--- src/hw/port_regs_pkg.sv ---
/*
  Constants, field layout and state record of the configure-flag and
  first port control/status register bank.
  Assumes a 25 MHz pclk and an APB slave placed in a 4 KB window.
*/
// Contract
// - Setup-done register: only bit 0 is used, rest reserved, resets zero.
// - Setup-done flag drives default port routing (own versus companion).
// - Port register resets only on power-up or host-controller reset.
// - After reset the port shows nothing attached and disabled.
// - With power control, port state writes ignored until power bit set.
// - Port fields at documented positions; hand-off flag resets to one.
// - Hand-off clears on setup-done rising, forced one while it is zero.
// - Attach-change sets whenever attach-present changes, else reads zero; the code keeps it set until a write of one, power off or reset clears it.
// - With power off, reset/sleep/resume/enable/attach fields read zero.
package port_regs_pkg;

  // Byte offsets inside the slave window
  localparam logic [11:0] SETUP_DONE_OFS = 12'h060;
  localparam logic [11:0] PORT_OFS       = 12'h064;
  localparam logic [11:0] IRQ_STS_OFS    = 12'h068;
  localparam logic [11:0] IRQ_MSK_OFS    = 12'h06c;

  // Field positions
  localparam int SDF_BIT     = 0;
  localparam int TMODE_LSB   = 16;
  localparam int IND_LSB     = 14;
  localparam int HANDOFF_BIT = 13;
  localparam int PWR_BIT     = 12;
  localparam int LINE_LSB    = 10;
  localparam int BRST_BIT    = 8;
  localparam int SLEEP_BIT   = 7;
  localparam int RESUME_BIT  = 6;
  localparam int ENA_BIT     = 2;
  localparam int CHG_BIT     = 1;
  localparam int PRES_BIT    = 0;
  localparam int EV_CHG_BIT  = 0;
  localparam int EV_PWR_BIT  = 1;

  // Values after reset
  localparam logic       SDF_RST     = 1'b0;
  localparam logic       HANDOFF_RST = 1'b1;
  localparam logic [3:0] TMODE_RST   = 4'h0;
  localparam logic [1:0] IND_RST     = 2'h0;
  localparam logic [1:0] IRQ_RST     = 2'h0;

  // Port capabilities
  localparam logic PORT_POWER_CTRL = 1'b1;
  localparam logic INDICATOR_CAP   = 1'b0;

  // Power settle time and its cycle count
  localparam int PWR_STABLE_MS  = 20;
  localparam int CLK_KHZ        = 25000;
  localparam int PWR_STABLE_CYC = PWR_STABLE_MS * CLK_KHZ;

  // Whole state of the bank
  typedef struct packed {
    logic        att_s1;
    logic        att_s2;
    logic        dp_s1;
    logic        dp_s2;
    logic        dm_s1;
    logic        dm_s2;
    logic        setup_done;
    logic        handoff;
    logic        power;
    logic [3:0]  tmode;
    logic [1:0]  ind;
    logic        breset;
    logic        sleep;
    logic        resume;
    logic        enable;
    logic        chg;
    logic        pres_q;
    logic [19:0] pwr_cnt;
    logic [1:0]  irq_sts;
    logic [1:0]  irq_msk;
    logic [31:0] prdata;
  } state_t;

endpackage

--- src/hw/host_port_config_status_regs.sv ---
/*
  APB register bank holding the setup-done flag and the control/status
  word of downstream port 1, with attach tracking, power settle timing
  and a maskable interrupt.
  Assumes presetn is the power-up reset of the auxiliary well, hc_reset
  a one-cycle-or-longer synchronous pulse from pclk logic, and the line
  and attach inputs asynchronous pins.
  Software is expected to wait for the power-stable event before it
  touches port state; the bank drops state writes only until the power bit is set.
*/
`timescale 1ns/1ps
module host_port_config_status_regs #(
  parameter int PWR_WAIT_CYC = port_regs_pkg::PWR_STABLE_CYC
) (
  // Clock and resets
  input  wire logic        pclk,
  input  wire logic        presetn,
  input  wire logic        hc_reset,
  // APB slave
  input  wire logic        psel,
  input  wire logic        penable,
  input  wire logic        pwrite,
  input  wire logic [11:0] paddr,
  input  wire logic [31:0] pwdata,
  input  wire logic [3:0]  pstrb,
  output logic             pready,
  output logic             pslverr,
  output logic [31:0]      prdata,
  // Port pins
  input  wire logic        attach_in,
  input  wire logic        line_dp_in,
  input  wire logic        line_dm_in,
  // Port controls
  output logic             companion_owns,
  output logic             port_power_on,
  output logic             port_enabled,
  output logic             bus_reset_drive,
  output logic             sleep_state,
  output logic             resume_drive,
  output logic [3:0]       test_mode_select,
  output logic [1:0]       indicator_lamp_ctrl,
  // Interrupt
  output logic             irq
);

  port_regs_pkg::state_t r;
  port_regs_pkg::state_t n;

  logic [31:0] port_word;
  logic [31:0] cfg_word;
  logic [31:0] rd_word;
  logic [31:0] byte_mask;
  logic [31:0] port_wr;
  logic [31:0] cfg_wr;
  logic [31:0] msk_wr;
  logic        acc_wr;
  logic        acc_rd;
  logic        setup_rd;
  logic        hit;
  logic        sel_cfg;
  logic        sel_port;
  logic        sel_sts;
  logic        sel_msk;
  logic        present;
  logic        may_change;
  logic        ev_chg;
  logic        ev_pwr;

  // Address decode and phase qualifiers
  assign sel_cfg  = (paddr == port_regs_pkg::SETUP_DONE_OFS);
  assign sel_port = (paddr == port_regs_pkg::PORT_OFS);
  assign sel_sts  = (paddr == port_regs_pkg::IRQ_STS_OFS);
  assign sel_msk  = (paddr == port_regs_pkg::IRQ_MSK_OFS);
  assign hit      = sel_cfg | sel_port | sel_sts | sel_msk;
  assign acc_wr   = psel & penable & pwrite & hit;
  assign acc_rd   = psel & penable & ~pwrite & hit;
  assign setup_rd = psel & ~penable & ~pwrite;

  // Zero-wait slave; unmapped addresses answer with an error
  // Trade-off: no wait states keeps the master simple, at the cost of
  // latching read data one edge early, in the setup cycle
  assign pready  = 1'b1;
  assign pslverr = psel & penable & ~hit;
  assign prdata  = r.prdata;

  // Byte lanes that a write may touch
  assign byte_mask = {{8{pstrb[3]}}, {8{pstrb[2]}},
                      {8{pstrb[1]}}, {8{pstrb[0]}}};

  // Attach seen only while the port is powered
  assign present = r.att_s2 & r.power;

  // Without power control the port state is always writable
  assign may_change = r.power | ~port_regs_pkg::PORT_POWER_CTRL;

  // Setup-done word: one live bit, reserved bits read zero
  always_comb
  begin
    cfg_word = 32'h0000_0000;
    cfg_word[port_regs_pkg::SDF_BIT] = r.setup_done;
  end

  // Port word as software sees it
  always_comb
  begin
    port_word = 32'h0000_0000;
    port_word[port_regs_pkg::TMODE_LSB +: 4] = r.tmode;
    port_word[port_regs_pkg::IND_LSB +: 2]   = r.ind;
    port_word[port_regs_pkg::HANDOFF_BIT]    = r.handoff;
    port_word[port_regs_pkg::PWR_BIT]        = r.power;
    port_word[port_regs_pkg::LINE_LSB + 1]   = r.dp_s2;
    port_word[port_regs_pkg::LINE_LSB]       = r.dm_s2;
    // Power-dependent fields are masked on read as well
    if (r.power)
    begin
      port_word[port_regs_pkg::BRST_BIT]   = r.breset;
      port_word[port_regs_pkg::SLEEP_BIT]  = r.sleep;
      port_word[port_regs_pkg::RESUME_BIT] = r.resume;
      port_word[port_regs_pkg::ENA_BIT]    = r.enable;
      port_word[port_regs_pkg::CHG_BIT]    = r.chg;
      port_word[port_regs_pkg::PRES_BIT]   = r.pres_q;
    end
  end

  // Read multiplexer
  always_comb
  begin
    rd_word = 32'h0000_0000;
    if (sel_cfg)
    begin
      rd_word = cfg_word;
    end
    else if (sel_port)
    begin
      rd_word = port_word;
    end
    else if (sel_sts)
    begin
      rd_word[1:0] = r.irq_sts;
    end
    else if (sel_msk)
    begin
      rd_word[1:0] = r.irq_msk;
    end
  end

  // Merge write data into current contents per byte lane
  assign cfg_wr  = (cfg_word & ~byte_mask) | (pwdata & byte_mask);
  assign port_wr = (port_word & ~byte_mask) | (pwdata & byte_mask);
  assign msk_wr  = ({30'h0, r.irq_msk} & ~byte_mask)
                 | (pwdata & byte_mask);

  // Events seen this cycle
  assign ev_chg = (present != r.pres_q);
  assign ev_pwr = (r.pwr_cnt == 20'h0_0001);

  // Next state of the whole bank
  always_comb
  begin
    n = r;

    // Two-stage synchronisers; stage one feeds stage two only
    // Pins change with no regard to pclk, so nothing reads stage one
    n.att_s1 = attach_in;
    n.att_s2 = r.att_s1;
    n.dp_s1  = line_dp_in;
    n.dp_s2  = r.dp_s1;
    n.dm_s1  = line_dm_in;
    n.dm_s2  = r.dm_s1;

    // Read data is latched in the setup phase
    // so that the access cycle shows a settled word; it then stands
    // until the next read setup cycle
    if (setup_rd)
    begin
      n.prdata = rd_word;
    end

    // Port word write
    if (acc_wr && sel_port)
    begin
      if (port_regs_pkg::PORT_POWER_CTRL)
      begin
        n.power = port_wr[port_regs_pkg::PWR_BIT];
      end
      // Ownership is meaningful only once configured
      if (r.setup_done)
      begin
        n.handoff = port_wr[port_regs_pkg::HANDOFF_BIT];
      end
      // State writes are dropped until the port is powered
      if (may_change)
      begin
        n.tmode  = port_wr[port_regs_pkg::TMODE_LSB +: 4];
        n.breset = port_wr[port_regs_pkg::BRST_BIT];
        n.sleep  = port_wr[port_regs_pkg::SLEEP_BIT];
        n.resume = port_wr[port_regs_pkg::RESUME_BIT];
        n.enable = port_wr[port_regs_pkg::ENA_BIT];
        if (port_regs_pkg::INDICATOR_CAP)
        begin
          n.ind = port_wr[port_regs_pkg::IND_LSB +: 2];
        end
        // Write one clears, zero leaves alone
        if (port_wr[port_regs_pkg::CHG_BIT])
        begin
          n.chg = 1'b0;
        end
      end
    end

    // Setup-done write; a rising flag takes the port over
    if (acc_wr && sel_cfg)
    begin
      n.setup_done = cfg_wr[port_regs_pkg::SDF_BIT];
      if (!r.setup_done && cfg_wr[port_regs_pkg::SDF_BIT])
      begin
        n.handoff = 1'b0;
      end
    end

    // Unconfigured controller leaves the port to the companion
    if (!n.setup_done)
    begin
      n.handoff = 1'b1;
    end

    // Attach tracking; a change beats a same-cycle clear
    // A lost peripheral cannot stay enabled, so enable follows attach
    // down but never up
    n.pres_q = present;
    if (ev_chg)
    begin
      n.chg = 1'b1;
    end
    if (!present)
    begin
      n.enable = 1'b0;
    end

    // Power settle timer, reloaded on each power-on edge
    // The event fires once, PWR_WAIT_CYC edges after power rises;
    // turning power off mid-count abandons the wait
    if (n.power && !r.power)
    begin
      n.pwr_cnt = 20'(PWR_WAIT_CYC);
    end
    else if (!n.power)
    begin
      n.pwr_cnt = 20'h0_0000;
    end
    else if (r.pwr_cnt != 20'h0_0000)
    begin
      n.pwr_cnt = r.pwr_cnt - 20'h0_0001;
    end

    // Unpowered port holds no reset, sleep, resume, enable or change state
    if (!n.power)
    begin
      n.breset = 1'b0;
      n.sleep  = 1'b0;
      n.resume = 1'b0;
      n.enable = 1'b0;
      n.chg    = 1'b0;
    end

    // Interrupt mask and read-to-clear status
    if (acc_wr && sel_msk)
    begin
      n.irq_msk = msk_wr[1:0];
    end
    // Clear only what the setup cycle reported, so an event that lands
    // on the setup edge survives the read
    if (acc_rd && sel_sts)
    begin
      n.irq_sts = r.irq_sts & ~r.prdata[1:0];
    end
    // Events set after the clear so none is lost
    if (ev_chg)
    begin
      n.irq_sts[port_regs_pkg::EV_CHG_BIT] = 1'b1;
    end
    if (ev_pwr)
    begin
      n.irq_sts[port_regs_pkg::EV_PWR_BIT] = 1'b1;
    end

    // Controller reset: the only reset besides power-up
    // Mask and synchronisers are kept so a pin level is not lost
    if (hc_reset)
    begin
      n.setup_done = port_regs_pkg::SDF_RST;
      n.handoff    = port_regs_pkg::HANDOFF_RST;
      n.power      = ~port_regs_pkg::PORT_POWER_CTRL;
      n.tmode      = port_regs_pkg::TMODE_RST;
      n.ind        = port_regs_pkg::IND_RST;
      n.breset     = 1'b0;
      n.sleep      = 1'b0;
      n.resume     = 1'b0;
      n.enable     = 1'b0;
      n.chg        = 1'b0;
      n.pres_q     = 1'b0;
      n.pwr_cnt    = 20'h0_0000;
      n.irq_sts    = port_regs_pkg::IRQ_RST;
    end
  end

  // State register; power-up reset of the auxiliary well
  // Reset branch loads constants only
  always_ff @(posedge pclk or negedge presetn)
  begin
    if (!presetn)
    begin
      r            <= '0;
      r.setup_done <= port_regs_pkg::SDF_RST;
      r.handoff    <= port_regs_pkg::HANDOFF_RST;
      r.power      <= ~port_regs_pkg::PORT_POWER_CTRL;
      r.tmode      <= port_regs_pkg::TMODE_RST;
      r.ind        <= port_regs_pkg::IND_RST;
      r.enable     <= 1'b0;
      r.pres_q     <= 1'b0;
      r.irq_sts    <= port_regs_pkg::IRQ_RST;
      r.irq_msk    <= port_regs_pkg::IRQ_RST;
    end
    else
    begin
      r <= n;
    end
  end

  // Routing and port controls straight from the register
  assign companion_owns      = r.handoff;
  assign port_power_on       = r.power;
  assign port_enabled        = r.enable;
  assign bus_reset_drive     = r.breset;
  assign sleep_state         = r.sleep;
  assign resume_drive        = r.resume;
  assign test_mode_select    = r.tmode;
  assign indicator_lamp_ctrl = r.ind;

  // Level interrupt, high while an unmasked event is pending
  // Driven from registers only, so it carries no glitches
  assign irq = |(r.irq_sts & r.irq_msk);

endmodule

--- config.mk ---
export PLATFORM = sky130hd
export DESIGN_NAME = host_port_config_status_regs
export DESIGN_NICKNAME = d
export VERILOG_FILES = /design/src/hw/port_regs_pkg.sv /design/src/hw/host_port_config_status_regs.sv
export SDC_FILE = /design/constraint.sdc
export NUM_CORES = 1
export LEC_CHECK = 0
export BUFFER_PORTS_ARGS = -buffer_cell sky130_fd_sc_hd__clkbuf_2
export CAP_MARGIN = 30
export CELL_PAD_IN_SITES_DETAIL_PLACEMENT = 2
export CELL_PAD_IN_SITES_GLOBAL_PLACEMENT = 2
export CORE_MARGIN = 4
export CORE_UTILIZATION = 31
export CTS_BUF_LIST = sky130_fd_sc_hd__clkbuf_2 sky130_fd_sc_hd__clkbuf_4 sky130_fd_sc_hd__clkbuf_8
export DETAILED_ROUTE_END_ITERATION = 10
export PLACE_DENSITY_LB_ADDON = 0.1
export SLEW_MARGIN = 10
export SYNTH_ARGS = -nofsm -noshare
export SYNTH_HDL_FRONTEND = slang
export SYNTH_SLANG_ARGS = --single-unit
--- constraint.sdc ---
create_clock -name pclk -period 2.4 [get_ports pclk]
set_input_delay 0.12 -clock pclk [delete_from_list [all_inputs] [get_ports pclk]]
set_output_delay 0.12 -clock pclk [all_outputs]
set_load 0.03 [all_outputs]
======== After elaboration in Yosys (flattened, before gate mapping) ========
Index checks and enable logic that the tools add are counted.
word-level totals
  output and inout bits ................... 47
  bits in registers ....................... 75
  word-level logic and storage cells ...... 106
cells by class
  bitwise logic cells ..................... 26
  add/subtract/negate cells ............... 1
  reduce and logical (&&, ||, !) cells .... 18
  mux-type cells .......................... 26
  eq/ne operators ......................... 14
operator list
  operator               count
  $mux 20                4
  $eq 12x7->1 const B    4
  $and 20x20->20         2
  $mux 37                1
  $eq 20x1->1 const B    1
  $ne 4x4->1 const B     5
  $not 20->20            1
  $or 20x20->20          1
  $reduce_bool 20->1     1
  $sub 20x1->20 const B  1
  $mux 18                1
  $mux 5                 3
  $and 1x1->1            10
  $mux 2                 5
  $mux 1                 8
  $and 2x2->2            3
  $logic_and 1x1->1      6
  $mux 3                 2
  $mux 6                 1
  $ne 3x3->1 const B     2
  $reduce_and 2->1       3
  $reduce_bool 3->1      2
  $mux 4                 1
  $ne 4x2->1 const B     1
  9 further kinds        16

======== Logic depth before layout (Yosys ltp) ========
Gate-level depths: netlist of run 1.
  word-level depth ........................ 11
  depth in mapped cells ................... 7

======== Worst setup path before layout of run 1 ========
OpenSTA, ideal clock, no wires.
  kind .................................... reg-to-reg
  start ................................... register r[41] (netlist bit)
  end ..................................... register r[51] (netlist bit)
  setup time .............................. 0.082 ns
  data arrival time ....................... 1.771 ns
  clock period less this slack ............ 1.854 ns
  data required time ...................... 2.318 ns
  setup slack ............................. 0.546 ns
  cell stages (with the launch flop) ...... 7
  path through ............................ dfrtp_1 or4_1 nor3b_2 buf_2 nand3_1 xor2_1 a31oi_1
on the way
  cells in the longest elaborated chain, start to end .. 5
RTL lines
  what                    RTL line                             text
  from (decl)             host_port_config_status_regs.sv:46   port_regs_pkg::state_t r;
  from (signal assigned)  host_port_config_status_regs.sv:326  r <= n;
  $sub 20x1->20           host_port_config_status_regs.sv:253  n.pwr_cnt = r.pwr_cnt - 20'h0_0001;
  $mux 20                 host_port_config_status_regs.sv:251  else if (r.pwr_cnt != 20'h0_0000)
  $mux 20                 host_port_config_status_regs.sv:247  else if (!n.power)
  $mux 20                 host_port_config_status_regs.sv:243  if (n.power && !r.power)
  $mux 37                 host_port_config_status_regs.sv:289  if (hc_reset)
Parallel ways exist; a longest one is shown, timed or not. The select of a mux whose other input is x is not followed.
A chain may end at the register's enable or synchronous reset.

======== Worst setup path in the final report of run 1 ========
  start ................................... register r[49] (netlist bit)
  end ..................................... register r[43] (netlist bit)
on the way
  cells in the longest elaborated chain, start to end .. 2
RTL lines
  what                  RTL line
  $reduce_bool 20->1    host_port_config_status_regs.sv:251
  $ne 4x2->1 (no line)  -
Every way passes these cells.

==> results.json, run 1 <==
{
  "layout_common_cells": "clkbuf_2 (61), dfrtp_1 (56), nor2_1 (28)",
  "cell_leakage_power_nw": 1.80,
  "post_synth_main_area_contributors": "dfrtp_1 (45%), buf_4 (9.7%), xor2_1 (4.2%)",
  "startpoint_type": "register",
  "synth_cell_types": 50,
  "cap_viol_max_count": 0,
  "grt.met3_usage_pct": 4.30,
  "via_count": 2437,
  "place.gp.congestion": 0.723,
  "worst_pin_slew_ns": 0.757,
  "hold_viol": 0,
  "run_status": "finished clean",
  "timing.max_slew.rel_slack_pct": 49.5,
  "worstHoldPathCells": 3,
  "setup_violation_total_in_the_final_timing_report": 0,
  "core_area_um2": 9770,
  "cts_root_buffer": "clkbuf_8",
  "r2r_end": "r[43]",
  "design.die.area_um2": 11700,
  "finalCriticalPeriod_ns": 2.08,
  "maximum_number_of_pins_on_one_net_before_global_route_repair": 30,
  "timing.critical_path.slowest_stage_cell": "nor4_1",
  "x_dimension_of_the_die_um": 108,
  "yosys_most_used_dff": "dfrtp_1",
  "start_util_pct": 31.8,
  "layout-drive-gt1-share_pct": 27.8,
  "grt_antenna_before_repair": 0,
  "power.density_cell_area_nw_per_um2": 613,
  "worst_r2r_startpoint": "r[49]",
  "grt_use_total_pct": 15.3,
  "core.rowCount": 36,
  "cts_tree": "built",
  "min_to": "test_mode_select[2]",
  "worstRegToRegCells": 5,
  "critPathKind": "register to register",
  "part_of_the_cycle_the_worst_path_needs_pct": 86.5,
  "routed_wirelength_um": 8620,
  "timing.critical_path.to_type": "register",
  "worst_clock_skew_ns": 0.00757,
  "critical_path_peak_fanout": 8,
  "route.detailed.vias_per_inst": 4.84,
  "crit_required_ns": 2.63,
  "clk_pin_slew_ns": 0.08,
  "io_pins": 104,
  "grt-busiest-layer": "met2",
  "detailedPlacementHpwl_um": 6340,
  "dr.first_iter.drc_count": 53,
  "final_net_count": 426,
  "clock_latency_ns": 0.35,
  "synth.top_cell.area_share_pct": 45.1,
  "drc": 0,
  "global_route_wire_length_before_repair_um": 13900,
  "use_met1_pct": 18.9,
  "finish.cell_count_without_fillers": 504,
  "synth_seq_area_share_pct": 45.9,
  "post-synth-top-area-cell": "dfrtp_1",
  "firstDrtPassIters": 4,
  "synthesis.area_um2": 3110,
  "first_global_vias": 2663,
  "avgRoutedWirePerCell_um": 17.1,
  "min-delay-path-class": "input port to register",
  "antenna_left": 0,
  "clock.fmax_mhz": 481,
  "layout_commonest_cell": "clkbuf_2",
  "critPathMaxStageDelay_ns": 0.58,
  "synth.avg_cell_area_um2": 10.1,
  "ys_warn_count": 0,
  "cts.sink_count": 57,
  "slew_violations": 0,
  "synth_async_sr_flop_share_pct": 100,
  "cts_inserted_buffers": 9,
  "antenna_cells": 0,
  "final.setup.tns_ns": 0,
  "hold_path.startpoint": "pwdata[18]",
  "max-clock-path-buffers": 2,
  "synth-seq-cells": 57,
  "floorplan.die.height_um": 108,
  "cts_htree_levels": 3,
  "grt.met2_usage_pct": 26.3,
  "post_synth_inst_count": 308,
  "peakVddDrop_v": 0.000377,
  "grt_overflow_total": 0,
  "timing.reg2reg.setup_slack_ns": 0.32,
  "unrepaired_setup_endpoints_after_global_routing": "no",
  "numPlacedInstances": 483,
  "number_of_enable_type_register_cells_in_the_synthesized_netlist": 0,
  "path_cells": "nor4_1, nand3_1, o21ai_0, xor2_1, nor2_1",
  "critical_path_arrival_ns": 2.31,
  "area_delta_synth_final_pct": 19.1,
  "port_buffer_count": 61
}
-- what timing repair did --
action | CTS | global route
hold buffers | 5 | 0
endpoints found under the hold margin | 30 | 0
resized for setup | 0 | 0
buffers inserted | 0 | 0
-- critical path: cells and delay by family, from the launching register on --
kind / cells / cell delay, ns
AND/OR/NAND/NOR: 3 / 1.05
flip-flops: 1 / 0.41
AO/OA/AOI/OAI: 1 / 0.34
XOR/XNOR: 1 / 0.17
-- synthesized netlist by cell type, types with 2 or more instances --
| library cell | count |
|---|---|
| buf_4 | 40 |
| dfrtp_1 | 56 |
| nand3b_1 | 3 |
| o21ai_0 | 12 |
| clkbuf_1 | 8 |
| or4_1 | 2 |
| xnor2_1 | 3 |
| nand4_1 | 4 |
| nand4b_1 | 6 |
| or4b_4 | 2 |
| nor4b_1 | 2 |
| a22o_1 | 10 |
| or3_1 | 4 |
| xor2_1 | 15 |
| nand2b_1 | 2 |
| nor3_1 | 9 |
| nor2b_1 | 4 |
| a32o_1 | 4 |
| mux2i_1 | 11 |
| a21oi_1 | 8 |
| buf_2 | 3 |
| conb_1 | 2 |
| inv_1 | 8 |
| nor2_1 | 28 |
| and3_1 | 2 |
| mux2_2 | 3 |
| nand3_1 | 12 |
| ha_1 | 3 |
| nand2_1 | 11 |
| nor4_1 | 5 |
| a31oi_1 | 7 |
-- cell type report --
cell class	count	area [um^2]
Fill cell	1093	6070
Multi-Input combinational cell	211	1380
Timing Repair Buffer	79	453
Clock inverter	7	125
Sequential cell	57	1430
Clock buffer	9	124
Tap cell	133	166
Inverter	8	30.0
-- where the power goes --
group / switching [W] / internal [W] / total, W / leakage [nW]
Sequential: 0.00000164 / 0.000965 / 0.000966 / 0.779
Clock: 0.000458 / 0.000701 / 0.00116 / 0.124
Combinational: 0.000105 / 0.0000387 / 0.000144 / 0.897
Total: 0.000565 / 0.00170 / 0.00227 / 1.80
-- registers in the layout (all words and copies together) (netlist names), named ones only --
register          cells
cfg_word              1
port_enabled          1
n                     3
companion_owns        1
bus_reset_drive       1
sleep_state           1
port_power_on         1
port_word             2
resume_drive          1
prdata               14
test_mode_select      4
r                    25
-- stage by stage --
step / setup WS, ns / power, W / hold slack (ns) / utilization, % / instance area [um^2]
final: 0.323 / 0.00227 / 0.0188 / 37.9 / 3700
after global placement: 0.364 / 0.00112 / 0.231 / 34.8 / 3410
after CTS: 0.291 / 0.00230 / 0.00380 / 37.9 / 3700
after detailed placement: 0.320 / 0.00112 / 0.231 / 34.8 / 3410
after global routing: 0.0330 / 0.00237 / 0.0104 / 37.9 / 3700
after floorplan: 0.546 / 0.00108 / -0.176 / - / 3180
-- layer usage --
layer	up-vias	part of all wire (%)
li1	1158	-
met2	48	51
met4	0	0.56
met1	1225	44
met3	6	4.4
met5	-	0
-- cell families after synthesis --
group | Yosys count | synth area share [%]
other cells | 2 | 0.241
xor+xnor | 18 | 5.07
simple gates | 104 | 19.3
mux | 14 | 4.63
buf+inv | 59 | 12.1
compound gates | 51 | 11.6
flops | 57 | 45.9
fa+ha+maj | 3 | 1.21
-- worst max path at each step --
stage / start / to / cells after the start
3_3_place_gp: r[41] / r[51] / 5
6_report: r[49] / r[43] / 5
3_5_place_dp: r[49] / r[43] / 5
5_1_grt: r[49] / r[43] / 5
4_1_cts: r[49] / r[43] / 5
2_1_floorplan: r[41] / r[51] / 6
No activity file was read; power rests on OpenSTA's default activity.
==> run 2, diff against run 1 <==
HOLD_SLACK_MARGIN = 0.12   (was unset)
==> run 2 against run 1 <==
Flip-flop and latch count is the same; wire length up 1.5%; critical endpoint unchanged; global-route usage is 0.24 points higher; clock-buffer cell count stayed put.
==> results.json, run 2 (synthesized netlist as in run 1, its figures left out) <==
{
  "critical_path_arrival_ns": 2.30,
  "hold_viol": 0,
  "cell_leakage_power_nw": 1.84,
  "r2r_end": "r[43]",
  "clock.fmax_mhz": 483,
  "timing.reg2reg.setup_slack_ns": 0.33,
  "max-clock-path-buffers": 2,
  "layout_commonest_cell": "clkbuf_2",
  "clk_pin_slew_ns": 0.07,
  "worst_clock_skew_ns": 0.00880,
  "levels_on_crit_path": 5,
  "crit_path_end": "r[43]",
  "power.total_w": 0.00228,
  "unrepaired_setup_endpoints_after_global_routing": "no",
  "cts_tree": "built",
  "finalCriticalPeriod_ns": 2.07,
  "avgRoutedWirePerCell_um": 17.0,
  "crit_family": "simple AND/OR/NAND/NOR gates",
  "peakVddDrop_v": 0.000375,
  "path_cells": "nor4_1, nand3_1, o21ai_0, xor2_1, nor2_1",
  "post-route-worst-setup-slack_ns": 0.327,
  "crit_required_ns": 2.63,
  "routed_wirelength_um": 8750,
  "setup_violation_total_in_the_final_timing_report": 0,
  "grt_overflow_total": 0,
  "antenna_cells": 0,
  "final_area_um2": 3800,
  "maximum_number_of_pins_on_one_net_before_global_route_repair": 30,
  "area_delta_synth_final_pct": 22.3,
  "worstRegToRegCells": 5,
  "place.gp.congestion": 0.723,
  "final_net_count": 436,
  "x_dimension_of_the_die_um": 108,
  "detailedPlacementHpwl_um": 6340,
  "cap_viol_max_count": 0,
  "floorplan.die.height_um": 108,
  "critPathKind": "register to register",
  "worst_pin_slew_ns": 0.759,
  "critical_path_peak_fanout": 8,
  "route.detailed.vias_per_inst": 4.84,
  "min-delay-path-class": "input port to register",
  "power.density_cell_area_nw_per_um2": 600,
  "grt_antenna_before_repair": 0,
  "timing.critical_path.slowest_stage_cell": "nor4_1",
  "preCtsSetupSlack_ns": 0.320,
  "worst_setup_path_startpoint": "r[49]",
  "numPlacedInstances": 483,
  "timing.max_slew.rel_slack_pct": 49.4,
  "placed_cell_area_um2": 3410,
  "start_util_pct": 31.8,
  "first_global_vias": 2745,
  "core.rowCount": 36,
  "dr.first_iter.drc_count": 58,
  "core_area_um2": 9770,
  "cts_setup_buffers": 0,
  "io_pins": 104,
  "antenna_left": 0,
  "layout_common_cells": "clkbuf_2 (61), dfrtp_1 (56), nor2_1 (28)",
  "port_buffer_count": 61,
  "cts_htree_levels": 3,
  "cts_root_buffer": "clkbuf_8",
  "part_of_the_cycle_the_worst_path_needs_pct": 86.4,
  "clock_latency_ns": 0.34,
  "max_flop_register": "r",
  "cts_inserted_buffers": 9,
  "global_route_wire_length_before_repair_um": 14200,
  "final.setup.tns_ns": 0,
  "timing.critical_path.to_type": "register",
  "slew_violations": 0,
  "worst_r2r_startpoint": "r[49]",
  "drc": 0,
  "layout-drive-gt1-share_pct": 27.0,
  "critPathMaxStageDelay_ns": 0.57,
  "largest_register_ffs": 25,
  "startpoint_type": "register",
  "firstDrtPassIters": 4,
  "critical_path.n_buffers_inverters": 0,
  "grt_use_total_pct": 15.6,
  "cts.sink_count": 57,
  "finish.cell_count_without_fillers": 514,
  "via_count": 2490,
  "run_status": "finished clean",
  "design.die.area_um2": 11700
}
[run 2: worst register-to-register path, delay by kind of cell, from the launching register on]
family / cells / cell delay, ns
simple gates: 3 / 1.04
flops: 1 / 0.41
compound gates: 1 / 0.34
xor+xnor: 1 / 0.17
[run 2: power by group]
| part | switching [W] | internal, W | total, W |
|---|---|---|---|
| sequential | 0.00000168 | 0.000965 | 0.000967 |
| combinational | 0.000108 | 0.0000493 | 0.000158 |
| clock | 0.000457 | 0.000701 | 0.00116 |
[run 2: final cells by class]
| class | instances | area, um^2 |
|---|---|---|
| Inverter | 8 | 30.0 |
| Clock buffer | 9 | 124 |
| Tap cell | 133 | 166 |
| Timing Repair Buffer | 89 | 553 |
| Multi-Input combinational cell | 211 | 1380 |
| Fill cell | 1086 | 5970 |
| Clock inverter | 7 | 125 |
| Sequential cell | 57 | 1430 |
[run 2: per-stage QoR]
stage	hold WS, ns	utilization [%]
floorplan	-0.176	-
finish	0.150	38.9
CTS	0.129	38.9
global placement	0.231	34.8
detailed placement	0.231	34.8
global route	0.165	38.9
[run 2: what timing repair did]
action / 4_1_cts / 5_1_grt
hold endpoints to repair: 41 / 0
resized for setup: 0 / 0
hold buffers: 15 / 0
setup endpoints to repair: 0 / 0
[run 2: per-layer routing]
metal  vias up  wire length, um  track usage (%)
li1       1179                -                -
met1      1255             3930             19.0
met2        50             4390             27.0
met3         6              361             4.24
met4         0               68             4.24
met5         -                0                0
[run 2: worst min-delay path by stage]
stage / start / endpoint / slack, ns / depth (start not counted)
after CTS: pstrb[0] / port_enabled / 0.13 / 3
after detailed placement: presetn / prdata[0] / 0.23 / 1
after floorplan: presetn / async pin / -0.18 / 0
final: pstrb[0] / port_enabled / 0.15 / 3
after global placement: attach_in / n[75] / 0.23 / 1
after global routing: pstrb[0] / port_enabled / 0.16 / 3
==> run 3, diff against run 2 <==
CAP_MARGIN = unset   (was 30)
CELL_PAD_IN_SITES_DETAIL_PLACEMENT = unset   (was 2)
CELL_PAD_IN_SITES_GLOBAL_PLACEMENT = unset   (was 2)
CORE_UTILIZATION = 52   (was 31)
PLACE_DENSITY = 0.82   (was unset)
PLACE_DENSITY_LB_ADDON = unset   (was 0.1)
==> run 3 against run 2 <==
Final cell count is 11% lower; final area shrank 1.1%; clock-buffer cell count grew 2; setup slack worse by 0.013 ns; critical path depth unchanged; clock power down 4%; die area decreased by 38%; sequential power barely moved; power decreased by 2.3%; critical endpoint is now r[49]; largest cell class unchanged.
==> results.json, run 3 (synthesized netlist as in run 1, its figures left out) <==
{
  "ctsResizeCount": 0,
  "antenna_cells": 0,
  "part_of_the_cycle_the_worst_path_needs_pct": 86.9,
  "area_delta_synth_final_pct": 21.0,
  "unrepaired_setup_endpoints_after_global_routing": "no",
  "place.gp.congestion": 0.872,
  "layout_commonest_cell": "clkbuf_2",
  "layout-drive-gt1-share_pct": 26.0,
  "clock.fmax_mhz": 480,
  "first_global_vias": 2459,
  "grt_use_total_pct": 20.3,
  "grt_overflow_total": 0,
  "critical_path_arrival_ns": 2.29,
  "floorplan.die.height_um": 85.3,
  "timing.critical_path.to_type": "register",
  "clk_pin_slew_ns": 0.07,
  "route.detailed.vias_per_inst": 5.43,
  "power.share.clock_pct": 49.8,
  "switching_power_w": 0.000486,
  "cts_setup_buffers": 0,
  "n_fill_cell": 430,
  "port_buffer_count": 61,
  "min-delay-path-class": "input port to register",
  "peakVddDrop_v": 0.000483,
  "grt_antenna_before_repair": 0,
  "final_area_um2": 3760,
  "fin_util_pct": 66.7,
  "worst_pin_slew_ns": 0.711,
  "cts_tree": "built",
  "finalCriticalPeriod_ns": 2.09,
  "max_flop_register": "r",
  "power.total_w": 0.00223,
  "crit_required_ns": 2.61,
  "antenna_left": 0,
  "numPlacedInstances": 419,
  "cap_viol_max_count": 0,
  "cts_inserted_buffers": 9,
  "largest_register_ffs": 25,
  "io_pins": 104,
  "x_dimension_of_the_die_um": 85.3,
  "avgRoutedWirePerCell_um": 15.4,
  "timing.max_slew.rel_slack_pct": 52.6,
  "slew_violations": 0,
  "cts_root_buffer": "clkbuf_8",
  "setup_violation_total_in_the_final_timing_report": 0,
  "via_count": 2478,
  "cts_htree_levels": 3,
  "final_net_count": 439,
  "power.density_cell_area_nw_per_um2": 592,
  "maximum_number_of_pins_on_one_net_before_global_route_repair": 58,
  "start_util_pct": 55.1,
  "cts.sink_count": 57,
  "global_route_wire_length_before_repair_um": 11700,
  "critPathKind": "register to register",
  "hold_viol": 0,
  "part_of_the_total_power_dissipated_in_sequential_elements_pct": 43.4,
  "detailedPlacementHpwl_um": 4880,
  "firstDrtPassIters": 5,
  "dr.first_iter.drc_count": 171,
  "cell_leakage_power_nw": 1.87,
  "power.share.combinational_pct": 6.8,
  "switching_share_pct": 21.8,
  "startpoint_type": "register",
  "layout_common_cells": "clkbuf_2 (61), dfrtp_1 (56), nor2_1 (28)",
  "finish.cell_count_without_fillers": 456,
  "max-clock-path-buffers": 2,
  "clock_latency_ns": 0.34,
  "core.rowCount": 27,
  "run_status": "finished clean",
  "placed_cell_area_um2": 3310,
  "core_area_um2": 5640,
  "critical_path_peak_fanout": 10,
  "final.setup.tns_ns": 0,
  "drc": 0,
  "routed_wirelength_um": 7020,
  "worst_clock_skew_ns": 0.00961,
  "intPower_w": 0.00174,
  "design.die.area_um2": 7280
}
-- run 3: power by group through the flow --
stage          Clock, W  Sequential (W)  Combinational, W
2_1_floorplan         0        0.000985         0.0000965
3_3_place_gp          0        0.000985          0.000129
3_5_place_dp          0        0.000985          0.000131
4_1_cts         0.00113        0.000967          0.000152
5_1_grt         0.00118        0.000967          0.000166
6_report        0.00111        0.000968          0.000152
-- run 3: layout make-up --
cell class / count / area, um^2 / area share, %
clock inverter: 5 / 103 / 2.73
sequential: 57 / 1430 / 37.9
clock buffer: 11 / 145 / 3.86
multi-input combinational: 211 / 1380 / 36.6
inverter: 8 / 30.0 / 0.798
tap: 72 / 90.1 / 2.39
timing repair buffer: 92 / 591 / 15.7
-- run 3: layer usage --
| metal | up-vias | track usage, % | wire length, um |
|---|---|---|---|
| met5 | - | 0 | 0 |
| met4 | 0 | 9.35 | 125 |
| met3 | 13 | 4.66 | 473 |
| met2 | 98 | 33.8 | 3530 |
| met1 | 1185 | 25.1 | 2890 |
| li1 | 1182 | - | - |
-- run 3: final timing paths --
kind,slack (ns),to,depth (start not counted),from
max in group asynchronous,1.46,r[42],3,presetn
min reg2reg,0.35,port_word[10],0,n[71]
min,0.17,port_enabled,3,pstrb[0]
max,0.31,r[49],5,r[49]
max reg2reg,0.31,r[49],5,r[49]
min in group asynchronous,0.45,r[38],3,presetn
-- run 3: what timing repair did --
item / 4_1_cts / 5_1_grt
setup endpoints to repair: 0 / 0
endpoints found under the hold margin: 72 / 0
hold buffers: 21 / 0
-- run 3: through the flow --
stage,hold WS [ns],setup WS [ns]
after CTS,0.152,0.317
final,0.172,0.315
after global routing,0.168,0.164
after floorplan,-0.176,0.546
after detailed placement,0.230,0.357
after global placement,0.229,0.432
-- run 3: worst max-delay path, cell delays in order, from the launching register on --
cell and delay [ns]:
dfrtp_1 0.41, nor4_1 0.51, and2_1 0.36, nand3_2 0.29, o21bai_4 0.30, a21oi_1 0.09
